`src/io_frame_defs.vh`:
```
// Constants shared by the I/O sample frame builder files.
`ifndef IO_FRAME_DEFS_VH
`define IO_FRAME_DEFS_VH

// Fixed frame bytes.
`define START_DELIM 8'h7e
`define FRAME_TYPE 8'h92
// Bytes from the frame type to the analog mask, inclusive.
`define LEN_BASE 16'h0010

// Byte slots of the full frame layout; absent fields are skipped.
`define SLOT_DELIM 5'h00
`define SLOT_LEN_HI 5'h01
`define SLOT_LEN_LO 5'h02
`define SLOT_TYPE 5'h03
`define SLOT_ADDR 5'h04
`define SLOT_NET 5'h0c
`define SLOT_OPT 5'h0e
`define SLOT_NSAMP 5'h0f
`define SLOT_DMASK 5'h10
`define SLOT_AMASK 5'h12
`define SLOT_DIG 5'h13
`define SLOT_AN 5'h15
`define SLOT_CHK 5'h1d

// Register byte addresses.
`define OFS_CTRL 8'h00
`define OFS_CMD 8'h04
`define OFS_STATUS 8'h08
`define OFS_ADDR_HI 8'h0c
`define OFS_ADDR_LO 8'h10
`define OFS_NET 8'h14
`define OFS_MASKS 8'h18
`define OFS_DSAMP 8'h1c
`define OFS_AN01 8'h20
`define OFS_AN23 8'h24

// Field positions, valid-bit masks and reset values.
`define CTRL_API_EN 0
`define CMD_SAMPLE 0
`define OPT_VALID 8'h33
`define DMASK_VALID 16'h7fff
`define AMASK_VALID 8'h8f
`define CTRL_RESET 1'b0
`define NSAMP_RESET 8'h01

`endif

```
`src/frame_checksum.v`:
```
// Running byte sum used to form the trailing frame checksum.
`timescale 1ns/10ps
`default_nettype none

module frame_checksum (
  input wire pclk,
  input wire presetn,
  input wire clear,
  input wire add,
  input wire [7:0] data,
  output reg [7:0] sum_q
);

  // Clear wins over add, so a new frame always starts from zero.
  always @(posedge pclk or negedge presetn) begin
    if (!presetn) begin
      sum_q <= 8'h00;
    end else if (clear) begin
      sum_q <= 8'h00;
    end else if (add) begin
      sum_q <= sum_q + data;
    end
  end

endmodule

`default_nettype wire

```
`src/io_byte_select.v`:
```
// Picks the frame byte that belongs to a given layout slot.
`timescale 1ns/10ps
`default_nettype none
`include "io_frame_defs.vh"

module io_byte_select (
  input wire [4:0] slot,
  input wire [15:0] len,
  input wire [63:0] addr64,
  input wire [15:0] net16,
  input wire [7:0] opts,
  input wire [7:0] nsamp,
  input wire [15:0] dmask,
  input wire [7:0] amask,
  input wire [15:0] dsamp,
  input wire [63:0] an_flat,
  output reg [7:0] byte_out
);

  wire [15:0] an_word [0:3]; // Analog readings split per input.
  wire [4:0] an_rel; // Slot offset inside the analog area.
  wire [4:0] addr_rel; // Slot offset inside the long address.

  genvar g;
  // One word per analog input, input 0 in the low bits.
  generate
    for (g = 0; g < 4; g = g + 1) begin : an_split
      assign an_word[g] = an_flat[16*g+15:16*g];
    end
  endgenerate

  assign an_rel = slot - `SLOT_AN;
  assign addr_rel = slot - `SLOT_ADDR;

  // Every multi-byte field goes out high byte first.
  always @* begin
    byte_out = 8'h00;
    if (slot == `SLOT_DELIM) begin
      byte_out = `START_DELIM;
    end else if (slot == `SLOT_LEN_HI) begin
      byte_out = len[15:8];
    end else if (slot == `SLOT_LEN_LO) begin
      byte_out = len[7:0];
    end else if (slot == `SLOT_TYPE) begin
      byte_out = `FRAME_TYPE;
    end else if (slot < `SLOT_NET) begin
      byte_out = addr64[8*(7-addr_rel[2:0])+:8];
    end else if (slot == `SLOT_NET) begin
      byte_out = net16[15:8];
    end else if (slot == `SLOT_OPT - 5'h01) begin
      byte_out = net16[7:0];
    end else if (slot == `SLOT_OPT) begin
      byte_out = opts;
    end else if (slot == `SLOT_NSAMP) begin
      byte_out = nsamp;
    end else if (slot == `SLOT_DMASK) begin
      byte_out = dmask[15:8];
    end else if (slot == `SLOT_AMASK - 5'h01) begin
      byte_out = dmask[7:0];
    end else if (slot == `SLOT_AMASK) begin
      byte_out = amask;
    end else if (slot == `SLOT_DIG) begin
      byte_out = dsamp[15:8];
    end else if (slot == `SLOT_AN - 5'h01) begin
      byte_out = dsamp[7:0];
    end else if (slot < `SLOT_CHK) begin
      // High byte on the even offset of each pair.
      if (an_rel[0] == 1'b0) begin
        byte_out = an_word[an_rel[2:1]][15:8];
      end else begin
        byte_out = an_word[an_rel[2:1]][7:0];
      end
    end
  end

endmodule

`default_nettype wire

```
`src/io_sample_frame_builder.v`:
```
// APB-controlled builder of the serial I/O sample report frame.
//
// Operation
// Frame opens with one start delimiter byte.
// Length counts bytes between length and checksum.
// Frame type byte 0x92 at offset three.
// Sender long address at offsets four to eleven.
// Sender network address at offsets twelve, thirteen.
// Options byte keeps bits 0,1,4,5 only.
// Offset fifteen carries number of sample sets.
// Digital mask covers lines 0-14, bit15 zero.
// Analog mask bits 0-3 and bit 7.
// Digital samples only when digital mask nonzero.
// Digital samples zero where line not enabled.
// One reading per enabled analog input.
// Analog readings ascend from input 0 to 3.
// Checksum is 0xFF minus sum from offset 3.
// Frame sent only when api_output_option is 0.
// Frames forwarded only in frame API mode.
// Multi-byte fields go out high byte first.
// Start delimiter value is 0x7E.
// Host drops bad frames, waits for delimiter.
//
// Added by the designer: the register addresses and register access over APB.
`timescale 1ns/10ps
`default_nettype none
`include "io_frame_defs.vh"

module io_sample_frame_builder (
  input wire pclk,
  input wire presetn,
  input wire psel,
  input wire penable,
  input wire pwrite,
  input wire [7:0] paddr,
  input wire [31:0] pwdata,
  output reg [31:0] prdata_q,
  output reg pready_q,
  output reg pslverr_q,
  output reg [7:0] tx_data_q,
  output reg tx_valid_q,
  output reg tx_last_q,
  input wire tx_ready,
  output reg frame_active_q
);

  // Builder states. The sequencer only needs to know whether a frame
  // is on the wire; the layout slot carries the finer position.
  localparam ST_IDLE = 1'b0;
  localparam ST_SEND = 1'b1;

  // Control: frame API mode enable and the output option value.
  reg api_mode_en_q;
  reg [7:0] api_output_option_q;
  // Sample report contents, written by software per message.
  reg [63:0] addr64_q;
  reg [15:0] net16_q;
  reg [7:0] opts_q;
  reg [7:0] nsamp_q;
  reg [15:0] dmask_q;
  reg [7:0] amask_q;
  reg [15:0] dsamp_q;
  reg [63:0] an_flat_q;
  // Activity counters shown in the status register.
  reg [7:0] sent_cnt_q;
  reg [7:0] drop_cnt_q;
  // Builder state and current layout slot.
  reg state_q;
  reg [4:0] slot_q;

  // Bus decode and stream handshake terms.
  wire access_done; // APB transfer completes at this edge.
  wire wr_done; // Completing write.
  wire setup_seen; // First access cycle, answer prepared here.
  wire field_reg; // Address names a frame content register.
  wire mapped; // Address names any register.
  wire busy_refuse; // Content write refused during a frame.
  wire sample_cmd; // Software reports an arriving sample message.
  wire may_emit; // Mode and option allow a frame.
  wire tx_take; // Current byte accepted by the serial side.
  wire [7:0] sel_byte; // Byte of the slot that comes next.
  wire [7:0] sum_q; // Running sum from the frame type onward.
  wire [7:0] chk_byte; // Checksum including the byte on the port.
  wire [15:0] frame_len; // Value of the length field.
  wire [2:0] an_count; // Number of enabled analog inputs.
  reg [4:0] next_slot; // Slot that follows slot_q.
  reg [4:0] sel_slot; // Slot fed to the byte selector.
  reg [31:0] rd_mux; // Read data before registering.
  integer k;

  // APB decode. A transfer completes at the edge where the access
  // phase meets the registered ready; the setup term fires one edge
  // earlier so that the answer is prepared in time.
  assign access_done = psel & penable & pready_q;
  assign wr_done = access_done & pwrite;
  assign setup_seen = psel & penable & ~pready_q;
  // Content registers sit on word addresses from the long address up
  // to the last analog pair.
  assign field_reg = (paddr >= `OFS_ADDR_HI) && (paddr <= `OFS_AN23)
    && (paddr[1:0] == 2'b00);
  assign mapped = field_reg || (paddr == `OFS_CTRL)
    || (paddr == `OFS_CMD) || (paddr == `OFS_STATUS);
  // Content is frozen while a frame goes out, so the length and the
  // checksum always describe the bytes actually sent.
  assign busy_refuse = pwrite & field_reg & (state_q == ST_SEND);
  // A sample message is reported by writing the command bit.
  assign sample_cmd = wr_done & (paddr == `OFS_CMD)
    & pwdata[`CMD_SAMPLE];
  // Forwarding needs frame mode and the standard output option.
  assign may_emit = api_mode_en_q
    & (api_output_option_q == 8'h00);
  // A byte leaves when valid meets ready at a rising edge.
  assign tx_take = tx_valid_q & tx_ready;

  // Length grows by two for digital samples and two per analog input.
  // Analog bit 7 is supply voltage; it shows in the mask only and
  // adds no reading to the frame.
  assign an_count = {2'b00, amask_q[0]} + {2'b00, amask_q[1]}
    + {2'b00, amask_q[2]} + {2'b00, amask_q[3]};
  assign frame_len = `LEN_BASE
    + ((dmask_q != 16'h0000) ? 16'h0002 : 16'h0000)
    + {12'h000, an_count, 1'b0};

  // Final byte: 0xFF minus the low byte of the sum.
  // The byte now on the port is the last data byte, so it is folded
  // in here before the checksum takes its place.
  assign chk_byte = 8'hff - (sum_q + tx_data_q);

  // Skip the digital samples when no line is enabled, and skip
  // each analog pair whose input is off, in ascending order.
  always @* begin
    // Default: the very next slot of the layout.
    next_slot = slot_q + 5'h01;
    if ((next_slot == `SLOT_DIG) && (dmask_q == 16'h0000)) begin
      next_slot = `SLOT_AN;
    end
    // Inputs are tested in ascending order, so a run of disabled
    // inputs is skipped within one cycle.
    for (k = 0; k < 4; k = k + 1) begin
      if ((next_slot == `SLOT_AN + 2 * k) && !amask_q[k]) begin
        next_slot = next_slot + 5'h02;
      end
    end
  end

  // The selector looks ahead: slot 0 at start, else the next slot.
  always @* begin
    if (state_q == ST_IDLE) begin
      // Idle: the delimiter waits for the next start.
      sel_slot = `SLOT_DELIM;
    end else begin
      // Sending: fetch the byte that follows the one on the port.
      sel_slot = next_slot;
    end
  end

  io_byte_select u_select (
    .slot(sel_slot),
    .len(frame_len),
    .addr64(addr64_q),
    .net16(net16_q),
    .opts(opts_q),
    .nsamp(nsamp_q),
    .dmask(dmask_q),
    .amask(amask_q),
    .dsamp(dsamp_q),
    .an_flat(an_flat_q),
    .byte_out(sel_byte)
  );

  // Sum starts at the frame type and ends before the checksum.
  // It is cleared while idle, so no stale sum reaches a new frame.
  frame_checksum u_checksum (
    .pclk(pclk),
    .presetn(presetn),
    .clear(state_q == ST_IDLE),
    .add(tx_take && (slot_q >= `SLOT_TYPE) && (slot_q != `SLOT_CHK)),
    .data(tx_data_q),
    .sum_q(sum_q)
  );

  // Read multiplexer; unmapped addresses read as zero.
  always @* begin
    rd_mux = 32'h0000_0000;
    if (paddr == `OFS_CTRL) begin
      rd_mux = {16'h0000, api_output_option_q, 7'h00, api_mode_en_q};
    end else if (paddr == `OFS_STATUS) begin
      rd_mux = {8'h00, drop_cnt_q, sent_cnt_q, 7'h00, state_q};
    end else if (paddr == `OFS_ADDR_HI) begin
      rd_mux = addr64_q[63:32];
    end else if (paddr == `OFS_ADDR_LO) begin
      rd_mux = addr64_q[31:0];
    end else if (paddr == `OFS_NET) begin
      rd_mux = {nsamp_q, opts_q, net16_q};
    end else if (paddr == `OFS_MASKS) begin
      rd_mux = {8'h00, amask_q, dmask_q};
    end else if (paddr == `OFS_DSAMP) begin
      rd_mux = {16'h0000, dsamp_q};
    end else if (paddr == `OFS_AN01) begin
      rd_mux = an_flat_q[31:0];
    end else if (paddr == `OFS_AN23) begin
      rd_mux = an_flat_q[63:32];
    end
  end

  // APB answer: one wait state, data and error prepared with ready.
  always @(posedge pclk or negedge presetn) begin
    if (!presetn) begin
      pready_q <= 1'b0;
      prdata_q <= 32'h0000_0000;
      pslverr_q <= 1'b0;
    end else if (setup_seen) begin
      // Answer the access phase after one wait state.
      pready_q <= 1'b1;
      prdata_q <= pwrite ? 32'h0000_0000 : rd_mux;
      pslverr_q <= ~mapped | busy_refuse;
    end else begin
      // Ready and its data stand for one cycle only.
      pready_q <= 1'b0;
      prdata_q <= 32'h0000_0000;
      pslverr_q <= 1'b0;
    end
  end

  // Control register writes.
  always @(posedge pclk or negedge presetn) begin
    if (!presetn) begin
      api_mode_en_q <= `CTRL_RESET;
      api_output_option_q <= 8'h00;
    end else if (wr_done && (paddr == `OFS_CTRL)) begin
      // Any value is accepted; only these fields are kept.
      api_mode_en_q <= pwdata[`CTRL_API_EN];
      api_output_option_q <= pwdata[15:8];
    end
  end

  // Frame content writes; held still while a frame is going out.
  always @(posedge pclk or negedge presetn) begin
    if (!presetn) begin
      addr64_q <= 64'h0000_0000_0000_0000;
      net16_q <= 16'h0000;
      opts_q <= 8'h00;
      nsamp_q <= `NSAMP_RESET;
      dmask_q <= 16'h0000;
      amask_q <= 8'h00;
      dsamp_q <= 16'h0000;
      an_flat_q <= 64'h0000_0000_0000_0000;
    end else if (wr_done && field_reg && !pslverr_q) begin
      // A write answered with an error is never applied, even when the
      // frame ended between the setup edge and the access edge.
      if (paddr == `OFS_ADDR_HI) begin
        addr64_q[63:32] <= pwdata;
      end else if (paddr == `OFS_ADDR_LO) begin
        addr64_q[31:0] <= pwdata;
      end else if (paddr == `OFS_NET) begin
        net16_q <= pwdata[15:0];
        opts_q <= pwdata[23:16] & `OPT_VALID;
        nsamp_q <= pwdata[31:24];
      end else if (paddr == `OFS_MASKS) begin
        dmask_q <= pwdata[15:0] & `DMASK_VALID;
        amask_q <= pwdata[23:16] & `AMASK_VALID;
        // Lines without sampling read back zero.
        dsamp_q <= dsamp_q & pwdata[15:0] & `DMASK_VALID;
      end else if (paddr == `OFS_DSAMP) begin
        dsamp_q <= pwdata[15:0] & dmask_q;
      end else if (paddr == `OFS_AN01) begin
        // Analog inputs 0 and 1.
        an_flat_q[31:0] <= pwdata;
      end else begin
        // Analog inputs 2 and 3.
        an_flat_q[63:32] <= pwdata;
      end
    end
  end

  // Counters: frames finished, and sample messages not forwarded.
  always @(posedge pclk or negedge presetn) begin
    if (!presetn) begin
      sent_cnt_q <= 8'h00;
      drop_cnt_q <= 8'h00;
    end else begin
      // Both counters wrap; software compares successive readings.
      if (tx_take && (slot_q == `SLOT_CHK)) begin
        sent_cnt_q <= sent_cnt_q + 8'h01;
      end
      // A message met while busy or while forwarding is off is lost.
      if (sample_cmd && (!may_emit || (state_q == ST_SEND))) begin
        drop_cnt_q <= drop_cnt_q + 8'h01;
      end
    end
  end

  // Frame sequencer: holds each byte until the serial side takes it.
  always @(posedge pclk or negedge presetn) begin
    if (!presetn) begin
      state_q <= ST_IDLE;
      slot_q <= `SLOT_DELIM;
      tx_data_q <= 8'h00;
      tx_valid_q <= 1'b0;
      tx_last_q <= 1'b0;
      frame_active_q <= 1'b0;
    end else begin
      case (state_q)
        ST_IDLE: begin
          // Start only on a message that forwarding allows.
          if (sample_cmd && may_emit) begin
            state_q <= ST_SEND;
            slot_q <= `SLOT_DELIM;
            tx_data_q <= sel_byte;
            tx_valid_q <= 1'b1;
            tx_last_q <= 1'b0;
            frame_active_q <= 1'b1;
          end
        end
        ST_SEND: begin
          if (tx_take) begin
            if (slot_q == `SLOT_CHK) begin
              // Checksum taken: the frame is complete.
              state_q <= ST_IDLE;
              slot_q <= `SLOT_DELIM;
              tx_valid_q <= 1'b0;
              tx_last_q <= 1'b0;
              frame_active_q <= 1'b0;
            end else if (next_slot == `SLOT_CHK) begin
              // Next byte is the checksum; mark it as the last.
              slot_q <= next_slot;
              tx_data_q <= chk_byte;
              tx_last_q <= 1'b1;
            end else begin
              // Ordinary byte: move to the next present slot.
              slot_q <= next_slot;
              tx_data_q <= sel_byte;
            end
          end
        end
        default: begin
          // Unreachable with one state bit; kept as a safe fallback.
          state_q <= ST_IDLE;
        end
      endcase
    end
  end

endmodule

`default_nettype wire

```
`config.mk`:
```
export PLATFORM = sky130hd
export DESIGN_NAME = io_sample_frame_builder
export DESIGN_NICKNAME = d
export VERILOG_FILES = /design/src/frame_checksum.v /design/src/io_byte_select.v /design/src/io_sample_frame_builder.v
export VERILOG_INCLUDE_DIRS = /design/src
export SDC_FILE = /design/constraint.sdc
export NUM_CORES = 1
export LEC_CHECK = 0
export ABC_CLOCK_PERIOD_IN_PS = 13500
export BUFFER_PORTS_ARGS = -buffer_cell sky130_fd_sc_hd__buf_2
export CAP_MARGIN = 20
export CELL_PAD_IN_SITES_DETAIL_PLACEMENT = 1
export CELL_PAD_IN_SITES_GLOBAL_PLACEMENT = 1
export CORE_MARGIN = 2
export CORE_UTILIZATION = 51
export DETAILED_ROUTE_END_ITERATION = 12
export PLACE_DENSITY = 0.88
export SLEW_MARGIN = 20
export SYNTH_ARGS = -nofsm -noshare
export SYNTH_HDL_FRONTEND = slang
export SYNTH_HIERARCHICAL = 1
export SYNTH_SLANG_ARGS = --single-unit
```
`constraint.sdc`:
```
create_clock -name pclk -period 13.5 [get_ports pclk]
set_input_delay 2.025 -clock pclk [delete_from_list [all_inputs] [get_ports pclk]]
set_output_delay 2.025 -clock pclk [all_outputs]
set_load 0.03 [all_outputs]
```
Yosys cells after proc, flatten, opt, wreduce, memory -nomap -nowiden --
Cells that the tools add are included.
Cells by class: mux-type cells 65, $add $sub $neg 17, order comparisons 6, reduce and logical (&&, ||, !) cells 43, equal/unequal tests 35, bitwise gates (word level) 23, shifts and indexed selects 1
Operator list (count):
- 32-bit 2-to-1 mux | 11
- 8-bit 2-to-1 mux | 22
- 16-bit 2-to-1 mux | 4
- 64-bit by 33-bit indexed part select with 8-bit output | 1
- 5-bit equality test, second input constant | 12
- 5-bit 2-to-1 mux | 9
- 16-bit binary-select mux with 2-bit select | 1
- 8-bit by 5-bit equality test with 1-bit output, second input constant | 4
- 5-bit by 2-bit adder with 5-bit output, second input constant | 4
- 5-bit by 4-bit equality test with 1-bit output, second input constant | 4
- 8-bit by 1-bit adder with 8-bit output, second input constant | 2
- 16-bit by 15-bit AND with 16-bit output | 1
- 8-bit by 4-bit equality test with 1-bit output, second input constant | 2
- 8-bit by 6-bit equality test with 1-bit output, second input constant | 2
- 16-bit zero test | 1
- 8-bit zero test | 2
- 8-bit one-hot mux with 2 select lines | 1
- 16-bit nonzero test | 1
- 15-bit AND | 1
- 1-bit logical AND | 15
- 7-bit AND reduction | 2
- 1-bit 2-to-1 mux | 12
- 3-bit AND reduction | 4
- 1-bit AND | 10
- other kinds (37) | 62
Word-level totals: input port bits 46, word-level logic and storage cells 213, output and inout bits 45, flip-flop bits (word level) 275

Depth between registers and ports, before layout --
Gate-level depths: netlist of the first run.
depth in word-level cells 42, gate-level depth with buffers 34

Modules after synthesis --
Netlist of the first run, hierarchy kept.
By module, submodules not included:
- io_sample_frame_builder | cells each 1073, area each 12548.3 um2, times used 1, seq. area each 6657.6 um2
- io_byte_select | cells each 350, area each 2402.3 um2, times used 1, seq. area each 0.0 um2
- frame_checksum | cells each 66, area each 646.9 um2, times used 1, seq. area each 200.2 um2

Worst setup path after synthesis of the first run --
OpenSTA, ideal clock, no wires.
path type flip-flop to flip-flop, from reg slot_q[1], to reg tx_data_q[0], stages on the path, launching flop included 30, clock period less this slack 6751 ps, required time 13374 ps, path slack 6749 ps, arrival time 6625 ps, buffers on the path 2, cell sequence dfrtp_1 ha_1 and3_4 mux2_4 o31ai_1 ha_1 nor2_1 nand2_1 o21ai_2 inv_1 ha_1 a2111oi_2 a21oi_1 ha_1 a31o_1 or4_1 and3_1 clkbuf_1 buf_1 inv_1 ha_1 xnor2_4 mux4_2 nand2_1 a21oi_1 o221ai_1 a31oi_1 nand2_1 a21oi_1 a221o_1
On the way: longest elaborated chain between the ends 42, elaborated cells on any way between the ends 69, classes of those cells 8 x add/sub; 2 x order compare; 20 x eq/ne; 1 x shift; 30 x mux; 1 x bitwise; 7 x reduce/logical
Ends and longest elaborated chain:
- start, declared | line io_sample_frame_builder.v:69 | reg [4:0] slot_q;
- start signal, assigned | line io_sample_frame_builder.v:297 | slot_q <= `SLOT_DELIM;
- start signal, assigned | line io_sample_frame_builder.v:308 | slot_q <= `SLOT_DELIM;
- start signal, assigned | line io_sample_frame_builder.v:320 | slot_q <= `SLOT_DELIM;
- 5-bit by 1-bit adder with 5-bit output * | line io_sample_frame_builder.v:133 | next_slot = slot_q + 5'h01;
- 5-bit equality test (no source line)
- 1-bit logical AND | line io_sample_frame_builder.v:134 | if ((next_slot == `SLOT_DIG) && (dmask_q == 16'h0000)) begin
- 5-bit 2-to-1 mux * | line io_sample_frame_builder.v:134
- branches (longest 2 deep; another with 5-bit by 2-bit adder with 5-bit output)
- 5-bit 2-to-1 mux * | line io_sample_frame_builder.v:140 | if ((next_slot == `SLOT_AN + 2 * k) && !amask_q[k]) begin
- branches (longest 2 deep; another with 5-bit by 2-bit adder with 5-bit output)
- 5-bit 2-to-1 mux * | line io_sample_frame_builder.v:140
- [... 7 more ...]
- named net sel_slot[1] | line io_sample_frame_builder.v:87 | reg [4:0] sel_slot;
- [... 18 more ...]
- 8-bit 2-to-1 mux | line io_byte_select.v:42 | end else if (slot == `SLOT_LEN_LO) begin
- 8-bit 2-to-1 mux | line io_byte_select.v:40 | end else if (slot == `SLOT_LEN_HI) begin
- 8-bit 2-to-1 mux * | line io_byte_select.v:38 | if (slot == `SLOT_DELIM) begin
- named net sel_byte[0] | line io_sample_frame_builder.v:81 | wire [7:0] sel_byte;
- 8-bit 2-to-1 mux | line io_sample_frame_builder.v:324 | end else if (next_slot == `SLOT_CHK) begin
- 8-bit 2-to-1 mux | line io_sample_frame_builder.v:317 | if (slot_q == `SLOT_CHK) begin
- 8-bit 2-to-1 mux | line io_sample_frame_builder.v:316 | if (tx_take) begin
- 8-bit one-hot mux with 2 select lines * | line io_sample_frame_builder.v:303 | case (state_q)
- end signal, assigned | line io_sample_frame_builder.v:309 | tx_data_q <= sel_byte;
- end signal, assigned | line io_sample_frame_builder.v:327 | tx_data_q <= chk_byte;
- end signal, assigned | line io_sample_frame_builder.v:332 | tx_data_q <= sel_byte;
- end, declared | line io_sample_frame_builder.v:40 | output reg [7:0] tx_data_q,
Mark *: on every way through the listed nets, which the timed path passes. The select of a mux whose other input is x is not followed. A chain may end at the register's enable or synchronous reset.

Worst setup path in the final report of the first run --
from reg slot_q[0], to reg tx_data_q[6]
The elaborated chain is that of the path after synthesis.

==> flow_metrics.tcl, run 1 <==
set metrics [dict create \
    cpPeakStageDelay_ns 0.54 \
    worst_slew_pin_slew_ns 1.14 \
    port-buffer-count 90 \
    fmax_mhz 129 \
    yosysTopAreaCell "dfrtp_1" \
    crit_path_frequent_cell "ha_1" \
    netlist_area_sq_mm 0.0156 \
    gp_congestion 0.991 \
    hold_slack_ns 0.500 \
    fp.coreArea_sq_mm 0.0303 \
    ctsHoldBuffers 0 \
    p_comb_share_pct 3.5 \
    start_util_pct 51.4 \
    first_pass_iters 6 \
    grt.total_usage_pct 40.6 \
    synth_seq_cells 274 \
    drive_gt1_share_pct 24.8 \
    final_nets 1657 \
    fin_crit_sh_pct 57.6 \
    cts-root-buf "clkbuf_16" \
    areaGrowthSynthToFinish_pct 13.2 \
    irDropWorstVdd_uv 134 \
    post-synth-top-count-cell "dfrtp_1" \
    p_per_area_mw_per_mm2 103 \
    antenna_found_initial 3 \
    die_h_um 179 \
    finalSetupViolCount 0 \
    finalWorstSetupSlack_ns 5.72 \
    io_pins 91 \
    synth_cell_types 95 \
    clkSinkCount 274 \
    synth_edf_count 0 \
    hold_viol_final 0 \
    switchingPower_w 0.000425 \
    slowest_stage "dfrtp_1" \
    routedWlPerCell_um 32.6 \
    leakage_nw 8.01 \
    htree_levels 2 \
    clk_latency_ns 0.54 \
    synth_top_cell_area_share_pct 43.8 \
    cp_max_fo 28 \
    hpwl_mm 43.6 \
    fin_setup_tns_ns 0 \
    place_worst_setup_slack_ns 5.92 \
    synth_flop_cell "dfrtp_1" \
    drc 0 \
    crit_path_start_kind "flip-flop" \
    period_needed_ns 7.78 \
    cp.arrival_ns 8.21 \
    max_slew_margin_pct 23.8 \
    endpoint_kind "flip-flop" \
    cts_resized 0 \
    async_reset_ff_share_pct 100 \
    drt-total-wl_mm 64.9 \
    hold_class "reg2reg" \
    rsz0062_at_grt "false" \
    rows 64 \
    yosys_warnings 6 \
    p_int_w 0.00139 \
    die_x_um 179 \
    avgSynthCellArea_sq_um 10.5 \
    status "complete, no violations" \
    final_antenna_net_count 0 \
    seqPwrFrac_pct 45.5 \
    cts_tree "done" \
    cts_inserted_buffers 34 \
    die_area_sq_mm 0.0320 \
    clockBufferDepth 3 \
    grt_pass1_vias 14800 \
    vias_per_cell 7.19 \
    grt_max_degree 173 \
    cts.reportedPaths.clkPinSlew_ns 0.06 \
    critical_path_class "reg2reg" \
    grt_overflow_total 0 \
    swShare_pct 23.4 \
    grt_pass1_wl_mm 95.4 \
    drt_iter0_drc 1846 \
    ys_seq_area_share_pct 44.0 \
    netlist_instances 1489 \
    synth.area.top_cells "dfrtp_1 44%, mux2_2 13%, nand2_1 3.4%" \
    finalMaxSlewViolations 0 \
    synthTopCellsByCount "273 x dfrtp_1, 175 x mux2_2, 140 x nand2_1" \
    dr_total_vias 14300 \
    finalClockSkew_ns 0.0231 \
    drv_cap 0 \
    required_ns 13.93 \
    nFillCells 3237 \
    cts_setup_buffers 0 \
    power_frac_clock_pct 51.0 \
]
==> metal layers <==
layer / up-vias / global-route usage [%] / wire length, um
li1: 5755 / - / -
met1: 7253 / 50.3 / 23700
met2: 1006 / 64.4 / 29600
met3: 317 / 10.3 / 6910
met4: 4 / 23.5 / 4640
met5: - / 0 / 31
==> stage by stage <==
step           instances  instance area (sq um)  utilization [%]  total power (W)
3_5_place_dp        1933                  16500             54.5         0.000901
4_1_cts             1989                  17600             58.0          0.00181
3_3_place_gp        1933                  16500             54.5         0.000898
5_1_grt             1990                  17700             58.2          0.00185
6_report            1993                  17700             58.2          0.00181
2_1_floorplan       1510                  15700                -         0.000857
==> cell type report <==
cell class,instances,area [sq um],share of cell area [%]
antenna,3,7.51,0.0425
clock buffer,49,958,5.43
clock inverter,7,129,0.730
inverter,60,225,1.28
multi-input combinational,1086,8280,46.9
sequential,274,6860,38.8
tap,396,495,2.81
timing repair buffer,118,703,3.98
==> state kept, by name (all words and copies together), names as in the netlist <==
signal               flops
addr64_q                64
an_flat_q               64
prdata_q                32
net16_q                 16
dmask_q                 15
dsamp_q                 15
api_output_option_q      8
drop_cnt_q               8
nsamp_q                  8
sent_cnt_q               8
tx_data_q                8
u_checksum/sum_q         8
amask_q                  5
slot_q                   5
opts_q                   4
api_mode_en_q            1
frame_active_q           1
pready_q                 1
pslverr_q                1
state_q                  1
tx_last_q                1
==> layout by cell type (no fill, tap or decap), types with 22 or more instances in the layout <==
master / n
dfrtp_1: 273
mux2_2: 175
nand2_1: 139
buf_2: 89
a21oi_1: 88
o21ai_0: 70
nor2_1: 68
inv_1: 58
o221ai_1: 36
clkbuf_16: 35
ha_1: 33
buf_4: 26
o22ai_1: 25
a31oi_1: 24
mux2i_1: 24
nand3_1: 23
a221oi_1: 22
conb_1: 22
==> power groups by stage <==
stage                      logic, W  clock network (W)  registers (W)
after floorplan           0.0000157                  0       0.000841
after CTS                 0.0000611           0.000921       0.000826
after global placement    0.0000578                  0       0.000840
after global routing      0.0000674           0.000955       0.000826
after detailed placement  0.0000601                  0       0.000841
final                     0.0000631           0.000925       0.000826
==> final timing paths <==
path / startpoint / end / slack (ns) / cells after the start
max: slot_q[0] / tx_data_q[6] / 5.72 / 28
min: drop_cnt_q[7] / drop_cnt_q[7] / 0.50 / 1
max reg2reg: slot_q[0] / tx_data_q[6] / 5.72 / 28
min reg2reg: drop_cnt_q[7] / drop_cnt_q[7] / 0.50 / 1
max in group asynchronous: presetn / addr64_q[39] / 10.51 / 2
min in group asynchronous: presetn / frame_active_q / 1.56 / 1
==> critical path: cells and delay by family (launching register included) <==
family	cells	cell delay, ns
AOI/OAI and AO/OA	10	2.51
xor gates and xnor gates	1	0.14
adders and majority gates	5	1.64
buffers and inverters	4	1.00
DFF	1	0.54
muxes	2	0.63
and+or+nand+nor	6	1.21
==> logic make-up (layout without fill, tap and decap cells) <==
family,after synthesis,after routing,synth area share (%)
AND/OR/NAND/NOR,371,371,11.7
other,1,25,0.0240
buffers and inverters,150,234,3.97
AO/OA/AOI/OAI,408,408,18.2
XOR/XNOR,27,27,1.68
flip-flops,274,274,44.0
adder cells (fa/ha/maj),37,37,3.16
multiplexers,221,221,17.3
Power figures use the tool's default switching activity.
==> run 2, diff against run 1 <==
Settings changed: ABC_CLOCK_PERIOD_IN_PS 13500 to 7400, CORE_UTILIZATION 51 to 49, PLACE_DENSITY 0.88 to 0.85.
Clock period 13.5 ns to 7.4 ns, I/O delays scaled along.
==> flow_metrics.tcl, run 2 (synthesis results as in run 1) <==
set metrics [dict create \
    grt.total_usage_pct 38.5 \
    irDropWorstVdd_uv 235 \
    grt_overflow_total 0 \
    start_util_pct 49.6 \
    fin_crit_sh_pct 95.4 \
    htree_levels 1 \
    drive_gt1_share_pct 27.1 \
    period_needed_ns 7.06 \
    rows 65 \
    leakage_nw 8.09 \
    power.total_w 0.00316 \
    drv_cap 0 \
    reg_top3 "addr64_q x64, an_flat_q x64, prdata_q x32" \
    clk_latency_ns 0.59 \
    first_pass_iters 6 \
    gp_congestion 1.01 \
    grt_max_degree 174 \
    ctsHoldBuffers 0 \
    diodes 0 \
    cpPeakStageDelay_ns 0.53 \
    worst_slew_pin_slew_ns 1.09 \
    vias_per_cell 6.97 \
    hold_viol_final 0 \
    hold_class "reg2reg" \
    cts_tree "done" \
    crit_start "slot_q[0]" \
    die_x_um 182 \
    fin_setup_tns_ns 0 \
    final_nets 1681 \
    crit_path_frequent_cell "ha_1" \
    r2r_start "slot_q[0]" \
    max_slew_margin_pct 27.5 \
    final_common_cell "dfrtp_1" \
    endpoint_kind "flip-flop" \
    drc 0 \
    status "complete, no violations" \
    fmax_mhz 142 \
    port-buffer-count 90 \
    finalWorstSetupSlack_ns 0.342 \
    drt-total-wl_mm 64.0 \
    timing.rr.end "tx_data_q[1]" \
    fp.coreArea_sq_mm 0.0315 \
    place_worst_setup_slack_ns 0.270 \
    clockBufferDepth 3 \
    cts-root-buf "clkbuf_16" \
    endpoint "tx_data_q[1]" \
    post-place-cells 1967 \
    grt_pass1_wl_mm 95.6 \
    reg2reg_slack_ns 0.34 \
    areaGrowthSynthToFinish_pct 14.3 \
    drt_iter0_drc 1468 \
    clkSinkCount 274 \
    die_h_um 182 \
    p_per_area_mw_per_mm2 177 \
    cts.reportedPaths.clkPinSlew_ns 0.06 \
    finalClockSkew_ns 0.0204 \
    instances_no_fill 2021 \
    finalMaxSlewViolations 0 \
    cts_inserted_buffers 30 \
    die_area_sq_mm 0.0333 \
    ff2ff_path_depth 26 \
    routedWlPerCell_um 31.7 \
    dr_total_vias 14100 \
    io_pins 91 \
    required_ns 7.83 \
    slowest_stage "or4_1" \
    crit_path_start_kind "flip-flop" \
    antenna_found_initial 4 \
    finalSetupViolCount 0 \
    cp.arrival_ns 7.49 \
    final_cell_mix "271 x dfrtp_1, 175 x mux2_2, 139 x nand2_1" \
    grt_pass1_vias 14700 \
    hpwl_mm 45.3 \
    critical_path_class "reg2reg" \
    final_antenna_net_count 0 \
    post_dp_cell_area_sq_mm 0.0167 \
    final_cell_area_sq_mm 0.0178 \
    cp_max_fo 20 \
]
==> run 2: cell count changes in the layout (fill, tap and decap cells not counted), moves of 2 or more <==
cell / delta
buf_4: +29
clkbuf_1: -8
clkbuf_16: -5
clkbuf_8: +3
clkinv_2: +3
clkinvlp_4: +5
dfrtp_1: -2
dfrtp_2: +2
diode_2: -3
ha_1: -3
ha_2: +3
nor2_4: +2
==> run 2: worst min path at each step <==
stage,startpoint,end,slack [ns],cells after the start
after CTS,drop_cnt_q[6],drop_cnt_q[6],0.50,1
after detailed placement,drop_cnt_q[6],drop_cnt_q[6],0.48,1
after global placement,drop_cnt_q[7],drop_cnt_q[7],0.46,1
after global routing,drop_cnt_q[6],drop_cnt_q[6],0.52,1
after floorplan,drop_cnt_q[7],drop_cnt_q[7],0.44,1
final,drop_cnt_q[6],drop_cnt_q[6],0.52,1
==> run 2: layout make-up <==
class                      count  area (sq um)
sequential                   274          6860
tap                          402           503
multi-input combinational   1086          8340
fill                        3411         13600
timing repair buffer         146           893
clock buffer                  39           845
inverter                      60           229
clock inverter                14           163
==> run 2: stage by stage <==
| stage | hold slack, ns | utilization (%) |
|---|---|---|
| 2_1_floorplan | 0.440 | - |
| 3_3_place_gp | 0.460 | 53.2 |
| 3_5_place_dp | 0.485 | 53.2 |
| 4_1_cts | 0.502 | 56.4 |
| 5_1_grt | 0.520 | 56.6 |
| 6_report | 0.517 | 56.6 |
==> run 2: power breakdown <==
group          switching [W]  internal (W)
Sequential        0.00000466       0.00150
Clock               0.000663      0.000876
Combinational      0.0000869     0.0000251
Total               0.000754       0.00240
==> run 2: routing by layer <==
metal  GRT usage, %  routed length, um  up-vias
met4           20.7               4210        4
met1           49.4              24600     7247
met3           6.94               5430      237
met5              0                 24        -
met2           62.4              29700      817
li1               -                  -     5790
==> run 2: timing repair <==
| action | CTS | global route |
|---|---|---|
| setup buffers | 0 | 1 |
| setup endpoints to repair | 0 | 8 |
| gates resized for setup | 0 | 16 |
==> run 2: critical path, delay by kind of cell (launching register included) <==
| kind | cells | cell delay [ns] |
|---|---|---|
| compound gates | 11 | 2.58 |
| simple gates | 7 | 1.58 |
| fa+ha+maj | 5 | 1.54 |
| flops | 1 | 0.48 |
| buf+inv | 2 | 0.38 |
| mux | 1 | 0.34 |
==> run 3, diff against run 2 <==
Settings changed: CORE_MARGIN 2 to default, SYNTH_HIERARCHICAL 1 to default.
==> flow_metrics.tcl, run 3 <==
set metrics [dict create \
    synth_edf_count 0 \
    finalMaxSlewViolations 0 \
    ctsHoldBuffers 0 \
    cp_max_fo 11 \
    cpPeakStageDelay_ns 0.57 \
    grt.total_usage_pct 41.3 \
    cts.reportedPaths.clkPinSlew_ns 0.07 \
    crit_path_start_kind "flip-flop" \
    antenna_found_initial 3 \
    max_slew_margin_pct 32.4 \
    hpwl_mm 44.2 \
    dr_total_vias 13900 \
    final_antenna_net_count 0 \
    power.total_w 0.00321 \
    avgSynthCellArea_sq_um 10.5 \
    synth-simple-area-share_pct 11.8 \
    critPathBufInv 5 \
    grt_overflow_total 0 \
    grt_pass1_vias 14300 \
    first_pass_iters 6 \
    htree_levels 1 \
    synth.area.top_cells "dfrtp_1 45%, mux2_2 14%, a21oi_1 3.3%" \
    switchingPower_w 0.000739 \
    gp_congestion 1.09 \
    hold_viol_final 0 \
    status "complete, no violations" \
    clk_latency_ns 0.57 \
    drive_gt1_share_pct 29.6 \
    port-buffer-count 90 \
    fp.coreArea_sq_mm 0.0300 \
    routedWlPerCell_um 32.9 \
    finalSetupViolCount 0 \
    post-route-util_pct 57.9 \
    irDropWorstVdd_uv 144 \
    synth_adder_area_share_pct 2.39 \
    muxShareOfSynthArea_pct 17.2 \
    endpoint_kind "flip-flop" \
    io_pins 91 \
    swShare_pct 23.0 \
    final_nets 1603 \
    seqPwrFrac_pct 46.9 \
    p_per_area_mw_per_mm2 185 \
    diodes 0 \
    power_frac_clock_pct 49.9 \
    p_int_w 0.00247 \
    fin_crit_sh_pct 95.4 \
    slowest_stage "and4_1" \
    synth_compound_area_share_pct 18.0 \
    cts_inserted_buffers 30 \
    p_comb_share_pct 3.1 \
    ys_seq_area_share_pct 45.5 \
    critPathTopFamily "compound AO/OA/AOI/OAI gates" \
    clockBufferDepth 3 \
    nFillCells 3252 \
    instances_no_fill 1943 \
    fmax_mhz 142 \
    final_cell_mix "273 x dfrtp_1, 190 x mux2_2, 103 x nand2_1" \
    hold_class "reg2reg" \
    synth_top_cell_area_share_pct 45.3 \
    yosysTopAreaCell "dfrtp_1" \
    drc 0 \
    netlist_area_sq_mm 0.0151 \
    die_h_um 177 \
    post-place-cells 1884 \
    synth_top_family_by_area "compound AO/OA/AOI/OAI gates" \
    post-synth-top-count-cell "dfrtp_1" \
    start_util_pct 50.3 \
    async_reset_ff_share_pct 100 \
    reg_top3 "addr64_q x64, an_flat_q x64, prdata_q x32" \
    fin_setup_tns_ns 0 \
    drt-total-wl_mm 63.8 \
    worst_slew_pin_slew_ns 1.01 \
    period_needed_ns 7.06 \
    rows 63 \
    synth_flop_cell "dfrtp_1" \
    areaGrowthSynthToFinish_pct 15.1 \
    yosys.area_share.xor_xnor_pct 1.64 \
    synthTopCellsByCount "273 x dfrtp_1, 190 x mux2_2, 103 x nand2_1, 103 x nor2_1, 98 x a21oi_1" \
    final_common_cell "dfrtp_1" \
    leakage_nw 8.27 \
    cts_tree "done" \
    drv_cap 0 \
    cp.arrival_ns 7.51 \
    synth_cell_types 92 \
    required_ns 7.85 \
    grt_max_degree 184 \
    syn_nets 1504 \
    netlist_instances 1431 \
    clkSinkCount 274 \
    drt_iter0_drc 1847 \
    cts-root-buf "clkbuf_16" \
    crit_path_frequent_cell "ha_1" \
    yosys_warnings 0 \
    die_x_um 177 \
    finalClockSkew_ns 0.0125 \
    vias_per_cell 7.18 \
    critical_path_class "reg2reg" \
    synth_seq_cells 274 \
    die_area_sq_mm 0.0315 \
    grt_pass1_wl_mm 94.9 \
]
==> run 3: changes by cell type in the layout (fill, tap and decap cells not counted), moves of 14 or more <==
cell / change
mux2_2: +15
a31oi_1: -14
a22oi_1: +20
conb_1: -22
o221ai_1: -27
a32o_1: -15
nand2_1: -36
nor2b_1: -17
inv_1: -21
a222oi_1: +18
o21ai_0: -23
nor2_1: +33
==> run 3: cells by family (layout without fill, tap and decap cells) <==
family | count (synthesis) | in the layout
adder cells (fa/ha/maj) | 27 | 27
XOR/XNOR | 26 | 26
multiplexers | 222 | 222
AND/OR/NAND/NOR | 364 | 364
AO/OA/AOI/OAI | 388 | 388
buffers and inverters | 130 | 252
flip-flops | 274 | 274
==> run 3: worst paths after layout <==
kind                       cells past startpoint        from        endpoint  slack, ns
hold / removal                                 1   tx_last_q       tx_last_q       0.50
setup reg to reg                              29  dmask_q[7]    tx_data_q[7]       0.34
max in group asynchronous                      3     presetn    an_flat_q[6]       5.36
setup / recovery                              29  dmask_q[7]    tx_data_q[7]       0.34
hold reg to reg                                1   tx_last_q       tx_last_q       0.50
min in group asynchronous                      1     presetn  frame_active_q       0.54
==> run 3: power by group through the flow <==
stage,clock [W],sequential [W],combinational [W]
final,0.00160,0.00151,0.000100
after global placement,0,0.00153,0.0000921
after floorplan,0,0.00153,0.0000198
after global routing,0.00166,0.00151,0.000108
after CTS,0.00161,0.00151,0.0000973
after detailed placement,0,0.00153,0.0000963
==> run 3: timing repair <==
action	4_1_cts	5_1_grt
pin swaps	0	3
setup buffers	0	2
endpoints found under the setup margin	1	8
gates resized for setup	1	11
==> run 3: through the flow <==
step | hold WS, ns | worst slack [ns] | area [sq um]
5_1_grt | 0.534 | -0.0441 | 17400
2_1_floorplan | 0.442 | 0.0793 | 15100
3_3_place_gp | 0.461 | 0.322 | 16200
6_report | 0.497 | 0.341 | 17400
4_1_cts | 0.499 | 0.0163 | 17200
3_5_place_dp | 0.481 | 0.0231 | 16200
==> run 3: area by class of cell <==
type / instances / area, sq um / area share [%]
sequential: 274 / 6860 / 39.5
multi-input combinational: 1027 / 7800 / 45.0
clock inverter: 11 / 136 / 0.786
timing repair buffer: 158 / 1020 / 5.85
inverter: 39 / 146 / 0.844
clock buffer: 44 / 905 / 5.21
tap: 390 / 488 / 2.81
==> run 3: per-layer routing <==
metal / track usage, % / vias up / routed length (um)
li1: - / 5585 / -
met1: 52.2 / 7165 / 23600
met2: 65.7 / 940 / 29600
met3: 9.98 / 249 / 6930
met4: 21.2 / 4 / 3650
met5: 0 / - / 35
